### src/core/cct_pkg.sv
// package: register map, field layouts and timing constants of the clock and time base unit
// =====================================================================
`default_nettype none

package cct_pkg;

   // =====================================================================
   // bus and register map (byte address is four times the index)
   localparam int APB_AW = 12;
   localparam int APB_DW = 32;
   localparam logic [APB_AW-3:0] CSR_IDX = 10'h02c;
   localparam logic [APB_AW-3:0] TONE_IDX = 10'h02d;
   localparam logic [APB_AW-3:0] IRQ_ST_IDX = 10'h030;
   localparam logic [APB_AW-3:0] IRQ_MASK_IDX = 10'h031;
   localparam logic [1:0] WORD_LANE = 2'h0;

   // =====================================================================
   // register layouts
   typedef struct packed {
      logic clock_out_enable;
      logic [1:0] slow_divider_select;
      logic slow_mode_select;
      logic [1:0] time_base_select;
      logic timebase_irq_enable;
      logic timebase_irq_flag;
   } cct_csr_t;

   typedef struct packed {
      logic [5:0] reserved;
      logic [1:0] tone_select;
   } cct_tone_t;

   localparam cct_csr_t CSR_RST = 8'h00;
   localparam cct_tone_t TONE_RST = 8'h00;
   localparam logic [5:0] TONE_RSVD_VAL = 6'h00;

   // interrupt status / mask bits
   localparam int IRQ_W = 2;
   localparam int IRQ_EV_PERIOD = 0;
   localparam int IRQ_EV_WAKE = 1;
   localparam logic [IRQ_W-1:0] IRQ_RST = 2'h0;

   // register selector returned by the address decoder
   typedef enum logic [4:0] {
      SEL_NONE = 5'b00001,
      SEL_CSR = 5'b00010,
      SEL_TONE = 5'b00100,
      SEL_IRQ_ST = 5'b01000,
      SEL_IRQ_MASK = 5'b10000
   } cct_sel_t;

   // power mode state
   typedef enum logic [2:0] {
      MODE_RUN = 3'b001,
      MODE_TSTOP = 3'b010,
      MODE_DSTOP = 3'b100
   } cct_mode_t;

   // =====================================================================
   // timing
   localparam int TB_CNT_W = 18;
   localparam int TB_PERIOD_0 = 16000;
   localparam int TB_PERIOD_1 = 32000;
   localparam int TB_PERIOD_2 = 80000;
   localparam int TB_PERIOD_3 = 200000;

   // tone half periods are fixed ratios of the oscillator, quoted at 8 MHz
   localparam int TONE_REF_OSC_HZ = 8000000;
   localparam int TONE_HZ_1 = 2000;
   localparam int TONE_HZ_2 = 1000;
   localparam int TONE_HZ_3 = 500;
   localparam int TONE_HALF_1 = TONE_REF_OSC_HZ / (2 * TONE_HZ_1);
   localparam int TONE_HALF_2 = TONE_REF_OSC_HZ / (2 * TONE_HZ_2);
   localparam int TONE_HALF_3 = TONE_REF_OSC_HZ / (2 * TONE_HZ_3);
   localparam int TONE_CNT_W = 13;
   localparam logic [1:0] TONE_OFF = 2'h0;

   localparam int DIV_W = 4;
   localparam logic [DIV_W-1:0] DIV_BASE = 4'h2;

endpackage : cct_pkg

`default_nettype wire

### src/core/cct_timebase.sv
// module: time base period counter with deferred period selection
`default_nettype none

module cct_timebase #(
   parameter int P0 = cct_pkg::TB_PERIOD_0,
   parameter int P1 = cct_pkg::TB_PERIOD_1,
   parameter int P2 = cct_pkg::TB_PERIOD_2,
   parameter int P3 = cct_pkg::TB_PERIOD_3
) (
   input wire logic i_clk_sys,   // oscillator clock
   input wire logic i_rst,       // async reset, high
   input wire logic i_en,        // counting allowed
   input wire logic [1:0] i_sel, // requested period code
   output logic o_tick           // one-cycle pulse at period end
);

   logic [cct_pkg::TB_CNT_W-1:0] cnt;
   logic [cct_pkg::TB_CNT_W-1:0] next_cnt;
   logic [1:0] act;
   logic [1:0] next_act;
   logic next_tick;

   function automatic logic [cct_pkg::TB_CNT_W-1:0] last_count(input logic [1:0] s);
      case (s)
         2'h0: last_count = cct_pkg::TB_CNT_W'(P0 - 1);
         2'h1: last_count = cct_pkg::TB_CNT_W'(P1 - 1);
         2'h2: last_count = cct_pkg::TB_CNT_W'(P2 - 1);
         default: last_count = cct_pkg::TB_CNT_W'(P3 - 1);
      endcase
   endfunction : last_count

   always_comb begin
      next_cnt = cnt;
      next_act = act;
      next_tick = 1'b0;
      if (i_en) begin
         if (cnt == last_count(act)) begin
            next_cnt = '0;
            next_tick = 1'b1;
            next_act = i_sel;
         end else begin
            next_cnt = cnt + 1'b1;
         end
      end
   end

   always_ff @(posedge i_clk_sys or posedge i_rst) begin
      if (i_rst) begin
         cnt <= '0;
         act <= 2'h0;
         o_tick <= 1'b0;
      end else begin
         cnt <= next_cnt;
         act <= next_act;
         o_tick <= next_tick;
      end
   end

endmodule : cct_timebase

`default_nettype wire

### src/core/cct_tone.sv
// module: square wave tone generator with three selectable pitches
`default_nettype none

module cct_tone #(
   parameter int H1 = cct_pkg::TONE_HALF_1,
   parameter int H2 = cct_pkg::TONE_HALF_2,
   parameter int H3 = cct_pkg::TONE_HALF_3
) (
   input wire logic i_clk_sys,   // oscillator clock
   input wire logic i_rst,       // async reset, high
   input wire logic i_en,        // generator runs
   input wire logic [1:0] i_sel, // tone code, zero is off
   output logic o_tone           // tone level
);

   logic [cct_pkg::TONE_CNT_W-1:0] cnt;
   logic [cct_pkg::TONE_CNT_W-1:0] next_cnt;
   logic [cct_pkg::TONE_CNT_W-1:0] half_last;
   logic next_tone;

   always_comb begin
      case (i_sel)
         2'h1: half_last = cct_pkg::TONE_CNT_W'(H1 - 1);
         2'h2: half_last = cct_pkg::TONE_CNT_W'(H2 - 1);
         default: half_last = cct_pkg::TONE_CNT_W'(H3 - 1);
      endcase
      next_cnt = cnt;
      next_tone = o_tone;
      if (i_en && i_sel == cct_pkg::TONE_OFF) begin
         next_cnt = '0;
         next_tone = 1'b0;
      end else if (i_en) begin
         if (cnt >= half_last) begin
            next_cnt = '0;       // equal halves give 50% duty
            next_tone = ~o_tone;
         end else begin
            next_cnt = cnt + 1'b1;
         end
      end
   end

   always_ff @(posedge i_clk_sys or posedge i_rst) begin
      if (i_rst) begin
         cnt <= '0;
         o_tone <= 1'b0;
      end else begin
         cnt <= next_cnt;
         o_tone <= next_tone;
      end
   end

endmodule : cct_tone

`default_nettype wire

### src/core/cct_top.sv
// module: clock controller, time base interrupt and tone output behind an APB slave
`default_nettype none

module cct_top #(
   parameter int TB_SCALE = 1,  // divides every time base period, one keeps real lengths
   parameter int TONE_SCALE = 1 // divides every tone half period, one keeps real pitches
) (
   input wire logic i_clk_sys,                         // oscillator clock
   input wire logic i_rst,                             // async reset, high
   input wire logic i_ce,                              // clock enable, low freezes all
   input wire logic i_psel,                            // apb select
   input wire logic i_penable,                         // apb enable
   input wire logic i_pwrite,                          // apb direction
   input wire logic [cct_pkg::APB_AW-1:0] i_paddr,     // apb byte address
   input wire logic [cct_pkg::APB_DW-1:0] i_pwdata,    // apb write data
   output logic [cct_pkg::APB_DW-1:0] o_prdata,        // apb read data
   output logic o_pready,                              // apb ready
   output logic o_pslverr,                             // apb error
   input wire logic i_stop_req,                        // stop instruction pulse
   input wire logic i_ext_wake,                        // wake able to leave deep stop
   input wire logic i_cpu_irq_masked,                  // cpu interrupt mask active
   output logic o_core_tick,                           // core clock enable
   output logic o_clk_out,                             // clock-out pin level
   output logic o_clk_out_oe,                          // clock-out pin driven
   output logic o_tone,                                // tone pin level
   output logic o_tone_oe,                             // tone pin driven
   output logic o_timebase_irq,                        // time base irq request
   output logic o_irq,                                 // summary irq, level
   output logic o_timed_stop,                          // in timed stop
   output logic o_deep_stop                            // in deep stop
);

   // =====================================================================
   // address decode
   function automatic cct_pkg::cct_sel_t decode(input logic [cct_pkg::APB_AW-1:0] a);
      if (a[1:0] != cct_pkg::WORD_LANE) begin
         decode = cct_pkg::SEL_NONE;
      end else if (a[cct_pkg::APB_AW-1:2] == cct_pkg::CSR_IDX) begin
         decode = cct_pkg::SEL_CSR;
      end else if (a[cct_pkg::APB_AW-1:2] == cct_pkg::TONE_IDX) begin
         decode = cct_pkg::SEL_TONE;
      end else if (a[cct_pkg::APB_AW-1:2] == cct_pkg::IRQ_ST_IDX) begin
         decode = cct_pkg::SEL_IRQ_ST;
      end else if (a[cct_pkg::APB_AW-1:2] == cct_pkg::IRQ_MASK_IDX) begin
         decode = cct_pkg::SEL_IRQ_MASK;
      end else begin
         decode = cct_pkg::SEL_NONE;
      end
   endfunction : decode

   // =====================================================================
   // state
   cct_pkg::cct_csr_t csr;
   cct_pkg::cct_csr_t next_csr;
   cct_pkg::cct_tone_t tone_reg;
   cct_pkg::cct_tone_t next_tone_reg;
   logic [cct_pkg::IRQ_W-1:0] irq_st;
   logic [cct_pkg::IRQ_W-1:0] next_irq_st;
   logic [cct_pkg::IRQ_W-1:0] irq_mask;
   logic [cct_pkg::IRQ_W-1:0] next_irq_mask;
   cct_pkg::cct_mode_t mode;
   cct_pkg::cct_mode_t next_mode;
   logic [cct_pkg::DIV_W-1:0] div_cnt;
   logic [cct_pkg::DIV_W-1:0] next_div_cnt;
   logic [cct_pkg::APB_DW-1:0] next_prdata;
   logic next_pready;
   logic next_pslverr;
   logic flag_seen;
   logic next_flag_seen;
   logic next_core_tick;
   logic next_clk_out;
   logic next_clk_out_oe;
   logic next_tone_oe;
   logic next_timebase_irq;
   logic next_irq;
   logic tb_tick;
   logic tb_en;
   logic tone_en;
   logic tone_lvl;
   logic wake;
   logic acc;
   logic wr;
   logic rd;
   cct_pkg::cct_sel_t sel;
   logic [cct_pkg::IRQ_W-1:0] ev;
   logic [cct_pkg::DIV_W-1:0] div_last;

   // =====================================================================
   // sub blocks
   assign tb_en = i_ce && (mode != cct_pkg::MODE_DSTOP);
   assign tone_en = i_ce && (mode != cct_pkg::MODE_DSTOP);

   cct_timebase #(
      .P0(cct_pkg::TB_PERIOD_0 / TB_SCALE),
      .P1(cct_pkg::TB_PERIOD_1 / TB_SCALE),
      .P2(cct_pkg::TB_PERIOD_2 / TB_SCALE),
      .P3(cct_pkg::TB_PERIOD_3 / TB_SCALE)
   ) u_tb (
      .i_clk_sys(i_clk_sys),
      .i_rst(i_rst),
      .i_en(tb_en),
      .i_sel(csr.time_base_select),
      .o_tick(tb_tick)
   );

   cct_tone #(
      .H1(cct_pkg::TONE_HALF_1 / TONE_SCALE),
      .H2(cct_pkg::TONE_HALF_2 / TONE_SCALE),
      .H3(cct_pkg::TONE_HALF_3 / TONE_SCALE)
   ) u_tone (
      .i_clk_sys(i_clk_sys),
      .i_rst(i_rst),
      .i_en(tone_en),
      .i_sel(tone_reg.tone_select),
      .o_tone(tone_lvl)
   );

   // =====================================================================
   // apb access phase and power mode
   always_comb begin
      sel = decode(i_paddr);
      acc = i_psel && i_penable && o_pready;
      rd = acc && !i_pwrite;
      wr = acc && i_pwrite && (mode == cct_pkg::MODE_RUN);
      wake = 1'b0;
      next_mode = mode;
      case (mode)
         cct_pkg::MODE_RUN: begin
            if (i_stop_req) begin
               if (csr.timebase_irq_enable) begin
                  next_mode = cct_pkg::MODE_TSTOP;
               end else begin
                  next_mode = cct_pkg::MODE_DSTOP;
               end
            end
         end
         cct_pkg::MODE_TSTOP: begin
            if ((tb_tick && csr.timebase_irq_enable) || i_ext_wake) begin
               next_mode = cct_pkg::MODE_RUN;
               wake = 1'b1;
            end
         end
         cct_pkg::MODE_DSTOP: begin
            if (i_ext_wake) begin
               next_mode = cct_pkg::MODE_RUN;
               wake = 1'b1;
            end
         end
         default: begin
            next_mode = cct_pkg::MODE_RUN;
         end
      endcase
   end

   // =====================================================================
   // registers
   always_comb begin
      next_csr = csr;
      next_tone_reg = tone_reg;
      next_irq_mask = irq_mask;
      ev = '0;
      ev[cct_pkg::IRQ_EV_PERIOD] = tb_tick;
      ev[cct_pkg::IRQ_EV_WAKE] = wake;
      next_irq_st = irq_st;
      if (wr && sel == cct_pkg::SEL_CSR) begin
         next_csr = cct_pkg::cct_csr_t'(i_pwdata[7:0]);
         next_csr.timebase_irq_flag = csr.timebase_irq_flag; // flag is read-only
      end
      if (wr && sel == cct_pkg::SEL_TONE) begin
         next_tone_reg.tone_select = i_pwdata[1:0];
         next_tone_reg.reserved = cct_pkg::TONE_RSVD_VAL;
      end
      if (wr && sel == cct_pkg::SEL_IRQ_MASK) begin
         next_irq_mask = i_pwdata[cct_pkg::IRQ_W-1:0];
      end
      if (wr && sel == cct_pkg::SEL_IRQ_ST) begin
         next_irq_st = irq_st & ~i_pwdata[cct_pkg::IRQ_W-1:0];
      end
      next_irq_st = next_irq_st | ev; // set wins over clear
      // only a flag value that was actually returned is cleared
      if (rd && sel == cct_pkg::SEL_CSR && flag_seen) begin
         next_csr.timebase_irq_flag = 1'b0;
      end
      if (tb_tick) begin
         next_csr.timebase_irq_flag = 1'b1;
      end
      next_timebase_irq = next_csr.timebase_irq_flag && next_csr.timebase_irq_enable &&
                          !i_cpu_irq_masked;
      next_irq = |(next_irq_st & next_irq_mask);
   end

   // =====================================================================
   // apb answer: one wait state, data captured as ready rises
   always_comb begin
      next_pready = i_psel && i_penable && !o_pready;
      next_pslverr = 1'b0;
      next_prdata = '0;
      next_flag_seen = 1'b0;
      if (next_pready) begin
         if (sel == cct_pkg::SEL_CSR) begin
            next_prdata = cct_pkg::APB_DW'(csr);
            next_flag_seen = csr.timebase_irq_flag;
         end else if (sel == cct_pkg::SEL_TONE) begin
            next_prdata = cct_pkg::APB_DW'(tone_reg);
         end else if (sel == cct_pkg::SEL_IRQ_ST) begin
            next_prdata = cct_pkg::APB_DW'(irq_st);
         end else if (sel == cct_pkg::SEL_IRQ_MASK) begin
            next_prdata = cct_pkg::APB_DW'(irq_mask);
         end else begin
            next_pslverr = 1'b1;
         end
      end
   end

   // =====================================================================
   // core clock enable and pins
   always_comb begin
      div_last = (cct_pkg::DIV_BASE << csr.slow_divider_select) - 1'b1;
      next_div_cnt = div_cnt;
      next_core_tick = 1'b0;
      if (mode == cct_pkg::MODE_RUN) begin
         if (!csr.slow_mode_select) begin
            next_div_cnt = '0;
            next_core_tick = 1'b1;
         end else if (div_cnt >= div_last) begin
            next_div_cnt = '0;
            next_core_tick = 1'b1;
         end else begin
            next_div_cnt = div_cnt + 1'b1;
         end
      end
      next_clk_out_oe = csr.clock_out_enable && (mode == cct_pkg::MODE_RUN);
      next_clk_out = next_clk_out_oe && next_core_tick;
      next_tone_oe = (tone_reg.tone_select != cct_pkg::TONE_OFF);
   end

   // =====================================================================
   // state registers, all frozen while the clock enable is low
   always_ff @(posedge i_clk_sys or posedge i_rst) begin
      if (i_rst) begin
         csr <= cct_pkg::CSR_RST;
         tone_reg <= cct_pkg::TONE_RST;
         irq_st <= cct_pkg::IRQ_RST;
         irq_mask <= cct_pkg::IRQ_RST;
         o_timebase_irq <= 1'b0;
         o_irq <= 1'b0;
      end else if (i_ce) begin
         csr <= next_csr;
         tone_reg <= next_tone_reg;
         irq_st <= next_irq_st;
         irq_mask <= next_irq_mask;
         o_timebase_irq <= next_timebase_irq;
         o_irq <= next_irq;
      end
   end

   always_ff @(posedge i_clk_sys or posedge i_rst) begin
      if (i_rst) begin
         mode <= cct_pkg::MODE_RUN;
         o_timed_stop <= 1'b0;
         o_deep_stop <= 1'b0;
      end else if (i_ce) begin
         mode <= next_mode;
         o_timed_stop <= (next_mode == cct_pkg::MODE_TSTOP);
         o_deep_stop <= (next_mode == cct_pkg::MODE_DSTOP);
      end
   end

   always_ff @(posedge i_clk_sys or posedge i_rst) begin
      if (i_rst) begin
         flag_seen <= 1'b0;
         o_prdata <= '0;
         o_pready <= 1'b0;
         o_pslverr <= 1'b0;
      end else if (i_ce) begin
         flag_seen <= next_flag_seen;
         o_prdata <= next_prdata;
         o_pready <= next_pready;
         o_pslverr <= next_pslverr;
      end
   end

   always_ff @(posedge i_clk_sys or posedge i_rst) begin
      if (i_rst) begin
         div_cnt <= '0;
         o_core_tick <= 1'b0;
         o_clk_out <= 1'b0;
         o_clk_out_oe <= 1'b0;
         o_tone <= 1'b0;
         o_tone_oe <= 1'b0;
      end else if (i_ce) begin
         div_cnt <= next_div_cnt;
         o_core_tick <= next_core_tick;
         o_clk_out <= next_clk_out;
         o_clk_out_oe <= next_clk_out_oe;
         o_tone <= tone_lvl;
         o_tone_oe <= next_tone_oe;
      end
   end

endmodule : cct_top

`default_nettype wire

### config.mk
export PLATFORM = sky130hd
export DESIGN_NAME = cct_top
export DESIGN_NICKNAME = d
export VERILOG_FILES = /design/src/core/cct_pkg.sv /design/src/core/cct_timebase.sv /design/src/core/cct_tone.sv /design/src/core/cct_top.sv
export SDC_FILE = /design/constraint.sdc
export NUM_CORES = 1
export LEC_CHECK = 0
export BUFFER_PORTS_ARGS = -buffer_cell sky130_fd_sc_hd__buf_4
export CAP_MARGIN = 20
export CORE_MARGIN = 4
export CORE_UTILIZATION = 26
export CTS_CLUSTER_SIZE = 28
export DETAILED_ROUTE_END_ITERATION = 6
export PLACE_DENSITY = 0.48
export SLEW_MARGIN = 0
export SYNTH_ARGS = -nofsm -noshare
export SYNTH_HDL_FRONTEND = slang
export SYNTH_SLANG_ARGS = --single-unit
export TNS_END_PERCENT = 5
### constraint.sdc
create_clock -name i_clk_sys -period 5.75 [get_ports i_clk_sys]
set_input_delay 0.575 -clock i_clk_sys [delete_from_list [all_inputs] [get_ports i_clk_sys]]
set_output_delay 0.575 -clock i_clk_sys [all_outputs]
set_load 0.02 [all_outputs]
==> results of run 1 <==
-- cell families (layout without fill, tap and decap cells) --
kind of cell / Yosys count / after routing / share of synthesized area
adder cells (fa/ha/maj): 14 / 14 / 0.0412
AO/OA/AOI/OAI: 76 / 76 / 0.120
multiplexers: 17 / 17 / 0.0439
flip-flops: 76 / 76 / 0.448
buffers and inverters: 60 / 89 / 0.0775
AND/OR/NAND/NOR: 164 / 164 / 0.217
other: 1 / 24 / 0.000883
XOR/XNOR: 25 / 25 / 0.0516
-- per-stage QoR --
| step | total power (W) | hold slack (ns) |
|---|---|---|
| global route | 0.00153 | 0.258 |
| global placement | 0.000907 | 0.472 |
| CTS | 0.00147 | 0.407 |
| detailed placement | 0.000914 | 0.470 |
| floorplan | 0.000844 | 0.460 |
| finish | 0.00145 | 0.247 |
-- worst min-delay path, delay by kind of cell --
family / cells / cell delay (ns)
buf+inv: 3 / 0.38
-- power breakdown --
group / leakage, nW / switching, W / internal, W / total, W
Clock: 0.127 / 0.000232 / 0.000306 / 0.000538
Combinational: 1.12 / 0.000139 / 0.000102 / 0.000240
Sequential: 0.994 / 0.0000730 / 0.000594 / 0.000667
-- worst max-delay path by stage --
stage                                endpoint  slack, ns  depth (start not counted)
finish              u_tone.o_tone$_DFFE_PP0P_       3.10                          8
global route        u_tone.o_tone$_DFFE_PP0P_       2.88                          9
CTS                 u_tone.o_tone$_DFFE_PP0P_       3.04                          8
detailed placement    u_tb.act[0]$_DFFE_PP0P_       2.74                          6
global placement      u_tb.act[0]$_DFFE_PP0P_       2.76                          6
floorplan                  csr[0]$_DFFE_PP0P_       3.24                          1
-- Yosys cell counts (all sizes together) (5+ instances only) --
| cell | count | area (µm²) |
|---|---|---|
| nand2 | 34 | 130 |
| nand3 | 18 | 100 |
| xor2 | 5 | 43.8 |
| mux2 | 13 | 146 |
| ha | 14 | 175 |
| nand4 | 11 | 68.8 |
| o21ai | 23 | 115 |
| nor3 | 10 | 61.3 |
| and3 | 7 | 43.8 |
| nor2 | 41 | 154 |
| buf | 33 | 228 |
| inv | 24 | 90.1 |
| a21oi | 16 | 80.1 |
| a22o | 12 | 105 |
| xnor2 | 20 | 175 |
| nor4 | 7 | 58.8 |
| nand2b | 5 | 31.3 |
| dfrtp | 75 | 1880 |
-- layout by cell type (no fill, tap or decap), types with 10 or more instances in the layout --
| master | count |
|---|---|
| conb_1 | 24 |
| buf_4 | 48 |
| nand3_1 | 16 |
| ha_1 | 14 |
| nand2_1 | 33 |
| a21oi_1 | 16 |
| inv_1 | 21 |
| a22o_1 | 12 |
| mux2_1 | 10 |
| dfrtp_1 | 75 |
| nand4_1 | 11 |
| nor2_1 | 41 |
| o21ai_0 | 22 |
| xnor2_1 | 20 |
-- per-layer routing --
layer / part of all wire / vias up
met5: 0 / -
met4: 0.0065 / 0
met3: 0.058 / 5
met2: 0.48 / 70
met1: 0.46 / 1572
li1: - / 1586
-- layout make-up --
type / instances / area, µm² / area share
Timing Repair Buffer: 49 / 388 / 0.0770
Sequential cell: 76 / 1900 / 0.378
Multi-Input combinational cell: 320 / 2100 / 0.417
Inverter: 24 / 90.1 / 0.0179
Clock buffer: 10 / 239 / 0.0474
Clock inverter: 6 / 47.5 / 0.00944
Tap cell: 216 / 270 / 0.0536
==> results.txt, run 1 <==
The run finished with clean final reports. The die area came out at 0.0184 mm². Summed over all failing endpoints, the final setup total negative slack is 0 ns. The tool flagged a number of max-cap violations equal to 0.

For met2 alone, demand over resource in global routing was 0.175. At the worst endpoint, the arrival time is 2.82 ns. Dividing the detail-routed wire length by the instance count gives ~14 µm. The clock input transition at the sequential cells of the worst setup and hold paths is approximately 0.060 ns. The root buffer cell is clkbuf_16.

Clock skew on the completed layout was measured at 0.00630 ns. The count of standard-cell rows came out at 46. The first global-routing pass estimated ~16000 µm of wire. Setup repair after global routing left no endpoint under its margin. The total area inside the core boundary comes to roughly 0.016 mm². The fmax is 377 MHz. The reg-to-reg startpoint is tone_reg[0]$_DFFE_PP0P_.

The worst slack at placement is ~2.7 ns. The maximum clock insertion buffer count is 2. In the final layout, the registers with the most flip-flops are u_tb.cnt: 18 flops, u_tone.cnt: 13 flops. Counting every instance in the synthesized netlist gives 433. The number of optimization iterations in the first detailed-route pass is 4. The effective utilization at floorplan is 0.266. The clock sink count came out at 76. The average instance in the mapped netlist occupies ~9.8 µm². Setup violations remaining at the end of the flow were counted as 0. The count of flip-flops with a built-in enable after synthesis is 0.

The final route contains 3233 vias. The final antenna-violating net count came out at 0. The area of placed instances is between 0.004 and 0.005 mm². The number of placed instances, taps included came out at 684.

The delay contributed by the slowest stage of the critical path is 0.75 ns. The initial antenna violation count is 0. The number of fillers in the final layout came out at about 1600. The worst hold-check path type is in -> async. Buffers inserted to repair hold after CTS numbered 0. Walking the worst path, the cells encountered are inv_1, ha_1, ha_1, o21ai_0, a211oi_1, a221oi_1, a21oi_1, o21ai_0.

96 I/O pins were placed. The met3 capacity usage during global routing came out at 0.0323. 0 antenna diodes ended up in the layout. The fraction of final layout cells with drive strength greater than 1 is 0.169. The category of cells accounting for the largest share of critical-path delay is compound AO/OA/AOI/OAI gates. TritonCTS built the clock tree. The die is approximately 140 µm wide.

The minimum period implied by the final worst setup slack came out at about 2.7 ns. Among all flip-flop cells after synthesis, the most frequent one is dfrtp_1. The netlist uses 63 different library cells.

The total routing resource utilization after global routing is 0.107. The routed wire length is 9670 µm. Once layout is done, the placed cells without fillers occupy 0.00504 mm². The startpoint kind of the worst setup timing path is a register. Counting flops and latches in the post-synthesis netlist gives 76. The transition time at the pin with the least slew margin came out at 0.909 ns. In this run, post-CTS repair resized a total of 0 instances. The register with the most flip-flops in the final layout is u_tb.cnt. Summing every instance area after synthesis gives 0.00425 mm². The data required time of the worst path came out at 5.92 ns. The number of flip-flops in the largest register came out at 18. The utilization after layout came out at 0.316.

The H-tree depth reported by CTS came out at 3. The post-CTS setup buffer count is 0. The power density over the cells is 287 mW/mm². For this run, the register share of the synthesized area comes to 0.448.

Counting both buffers and inverters, the worst setup path holds a total of 1. The slowest cell on the critical path is a21oi_1. The HPWL after detailed placement is 6870 µm. The final worst setup slack came out at between 3 and 4 ns. The final non-filler cell total is between 700 and 800. The initial detailed-routing violation count is between 200 and 250.

The placer congestion estimate came out at 0.791. The height of the chip came out at about 140 µm. The count of endpoints failing hold in the final timing report came out at 0. Counting cells, the worst reg-to-reg path comes to 8. The number of remaining DRC errors is 0. The count of buffers added on input and output ports is 47. After global routing, the most crowded layer is met2. The share of the clock period used by the worst path came out at 0.461. The critical path is of the reg -> reg type.

The Yosys step of the flow raised 0 warnings. The pin count of the biggest net entering global routing came out at between 70 and 80. The area overhead of the layout relative to synthesis is 18.7%.

The largest fanout of any net on the critical path came out at 12. The leakage power of the design came out at roughly 2.2 nW. The worst-case IR drop observed on VDD is 137 µV.

For flop-to-flop paths, the worst setup slack is 3.10 ns. The clock reaches the later pin of the worst-skew pair after 0.33 ns. The final net count is 547. The remaining max-slew budget at the tightest pin came out at 0.394. The number of vias per cell came out at 4.61.

Of all flip-flops after synthesis, the portion carrying an async set or reset was 1.00. Tracing the worst setup path back leads to its startpoint at tone_reg[0]$_DFFE_PP0P_. The number of global-route vias before repair came out at around 3200. The routing usage on met1 is 0.136. The final-report max-slew violation count is 0. The capture instance of the worst register-to-register path is u_tone.o_tone$_DFFE_PP0P_. The total congestion overflow after global routing is 0.

The number of clock buffers inserted by TritonCTS is 9. The worst setup path is captured at a register.
Note: power is estimated with default switching activity, not from simulation.
==> run 2, diff against run 1 <==
==> constraint.sdc (replaced) <==
create_clock -name i_clk_sys -period 2.7 [get_ports i_clk_sys]
set_input_delay 0.27 -clock i_clk_sys [delete_from_list [all_inputs] [get_ports i_clk_sys]]
set_output_delay 0.27 -clock i_clk_sys [all_outputs]
set_load 0.02 [all_outputs]
==> results.txt, run 2 (synthesized netlist as in run 1, its figures left out) <==
The flow ran to the end, and the final reports show no timing, DRC or antenna violations. The data required time of the worst path is 2.94 ns. The number of remaining DRC errors is 0. The die is 136 µm wide. The maximum clock insertion buffer count is 2.

Setup repair after global routing left no endpoint under its margin. The total negative slack came out at 0 ns. The leakage power of the design came out at 2.29 nW.

TritonCTS built the clock tree. The critical path start-end classification is reg -> reg. The critical path arrival came out at 2.60 ns. Of all nets on the critical path, the largest fanout is 12. The post-CTS setup buffer count came out at 0. The number of vias per cell came out at 4.63. The count of endpoints failing hold in the final timing report came out at 0. The height of the chip came out at ~140 µm.

The area overhead of the layout relative to synthesis came out at 20.2%. The number of input and output port buffers inserted is 47. The largest clock skew in the final design is 0.00673 ns. The antenna diode count came out at 0.

The number of global-route vias before repair came to 3178. The per-cell routed wire length came out at 13.6 µm. The final worst setup slack is 0.340 ns. In the final design database the tool counted 551 nets. In this run, CTS created clock tree buffers numbering 9. The setup check on the worst reg-to-reg path leaves a slack of 0.34 ns. The initial detailed-routing violation count is 195. The worst hold-check path type is in -> async. At the pin with the least slew margin, the transition time is 0.701 ns. IR analysis of the VDD net gives a maximum drop of 313 µV. Across all layers, the routed design uses about 3300 vias.

The count of pins on the block boundary is 96. The count of nets left with antenna violations once routing finished came out at 0. The die area came out at 0.0184 mm².

In the global route stage, overall resource usage came out at 0.108. The number of fillers in the final layout came out at 1627. Timing analysis after detailed placement gives a worst setup slack of between 0.04 and 0.05 ns. The power density over the cells came out at 647 mW/mm². For this configuration, the core starts out at a cell density of 0.266. The pin count of the biggest net entering global routing came out at 34. The cts-stage hold buffer count is 0. The first detailed-routing pass took 4 iterations. The register with the most flip-flops in the layout has 18 of them. STA classifies the critical path startpoint as a register. The final-report max-slew violation count is 0. In this run the core area contains 46 standard-cell rows. The standard cell core area is about 0.016 mm².

Max-cap violations in this run came to 0. The cell internal power dissipation is 0.00240 W. The final-report setup violation count is 0. The remaining max-slew budget at the tightest pin is 0.532. Leaving out fill and tap cells, the most frequent cell in the layout is dfrtp_1. Counting flops per register, the top entry is u_tb.cnt. The fraction of final layout cells with drive strength greater than 1 came out at 0.176.

The logic gate share of total power came out at 0.156. The area of combinational cells with multiple inputs is 0.00210 mm². The clock share of power is 0.415. The worst setup path is captured at a register. The net switching power is 0.000896 W. The placer congestion estimate came out at 0.800. For this design, the sink count on the clock tree is 76. The initial antenna violation count was 0. The net switching fraction of the power is 0.272. The HPWL after detailed placement is 7000 µm.

The count of cells in the finished layout, fillers not included, comes to 704. The H-tree was split into 3 levels. Post-CTS repair changed the size of 0 cells.

Across all hold checks on the routed design, the worst slack comes to about 0.059 ns. The area used by sequential logic in the layout came out at 0.00190 mm². The number of placed instances, taps included, is around 690. The largest registers in the layout are u_tb.cnt: 18 flops, u_tone.cnt: 13 flops. The cell sitting at the root of the clock tree is a clkbuf_16.

Leaving out fill and tap cells, the most frequent cells in the layout are 75 x dfrtp_1, 53 x buf_4, 41 x nor2_1. The clock input transition at the sequential cells of the worst setup and hold paths came out at 0.06 ns. The sequential share of power is 0.429.

The clock latency reported for the late side of the worst-skew pair is 0.33 ns. The first global-routing pass estimated around 16000 µm of wire. The minimum period implied by the final worst setup slack is between 2 and 2.5 ns.

Derived from the worst setup path, the maximum achievable clock frequency is 424 MHz. In the finished design, the share of the clock period the worst path needs comes to 0.874. The routed design has between 9000 and 10000 µm of wire. The utilization after layout is 0.320. Summed over all layers, the global routing overflow is 0.
## run 2: changes by cell type in the layout (fill, tap and decap cells not counted), sizes merged
cell and delta:
inv -1, clkinv +1, clkinvlp -4, buf +4, bufinv +3
## run 2: power by group through the flow
stage / Sequential (W) / Combinational [W] / Clock [W]
after floorplan: 0.00140 / 0.000393 / 0
after global placement: 0.00144 / 0.000508 / 0
after detailed placement: 0.00143 / 0.000515 / 0
after CTS: 0.00142 / 0.000523 / 0.00141
after global routing: 0.00144 / 0.000588 / 0.00145
final: 0.00141 / 0.000516 / 0.00137
## run 2: worst max-delay path, stage by stage, from the launching register on
cell and delay [ns]:
dfrtp_1 0.39, inv_1 0.07, ha_1 0.32, inv_1 0.06, ha_1 0.27, o211ai_1 0.16
a211oi_1 0.06, a221oi_1 0.46, a21oi_2 0.27, o21ai_0 0.21
## run 2: layout make-up
cell class / instances / share of cell area
tap: 216 / 0.0529
clock inverter: 5 / 0.0196
timing repair buffer: 53 / 0.0779
inverter: 24 / 0.0176
multi-input combinational: 320 / 0.412
clock buffer: 10 / 0.0468
sequential: 76 / 0.373
## run 2: layer usage
| metal | part of all wire | routed length (µm) | track usage | vias to the layer above |
|---|---|---|---|---|
| li1 | - | - | - | 1590 |
| met1 | 0.46 | 4440 | 0.139 | 1583 |
| met2 | 0.47 | 4500 | 0.176 | 74 |
| met3 | 0.058 | 558 | 0.0267 | 9 |
| met4 | 0.011 | 104 | 0.0364 | 0 |
| met5 | 0 | 0 | 0 | - |
## run 2: final timing paths
| path | from | endpoint | cells after the start |
|---|---|---|---|
| max in group asynchronous | i_rst | mode[0]$_DFFE_PP1P_ | 3 |
| min in group i_clk_sys | i_cpu_irq_masked | o_timebase_irq$_DFFE_PP0P_ | 2 |
| min reg2reg | o_core_tick$_DFFE_PP0P_ | o_core_tick$_DFFE_PP0P_ | 1 |
| min | i_rst | o_prdata[3]$_DFFE_PP0P_ | 2 |
| max reg2reg | tone_reg[0]$_DFFE_PP0P_ | u_tone.o_tone$_DFFE_PP0P_ | 9 |
| max | tone_reg[0]$_DFFE_PP0P_ | u_tone.o_tone$_DFFE_PP0P_ | 9 |
## run 2: per-stage QoR
| stage | area [µm²] | total power, W |
|---|---|---|
| after floorplan | 4330 | 0.00180 |
| after global placement | 4760 | 0.00195 |
| after detailed placement | 4760 | 0.00195 |
| after CTS | 5100 | 0.00335 |
| after global routing | 5100 | 0.00349 |
| final | 5100 | 0.00330 |
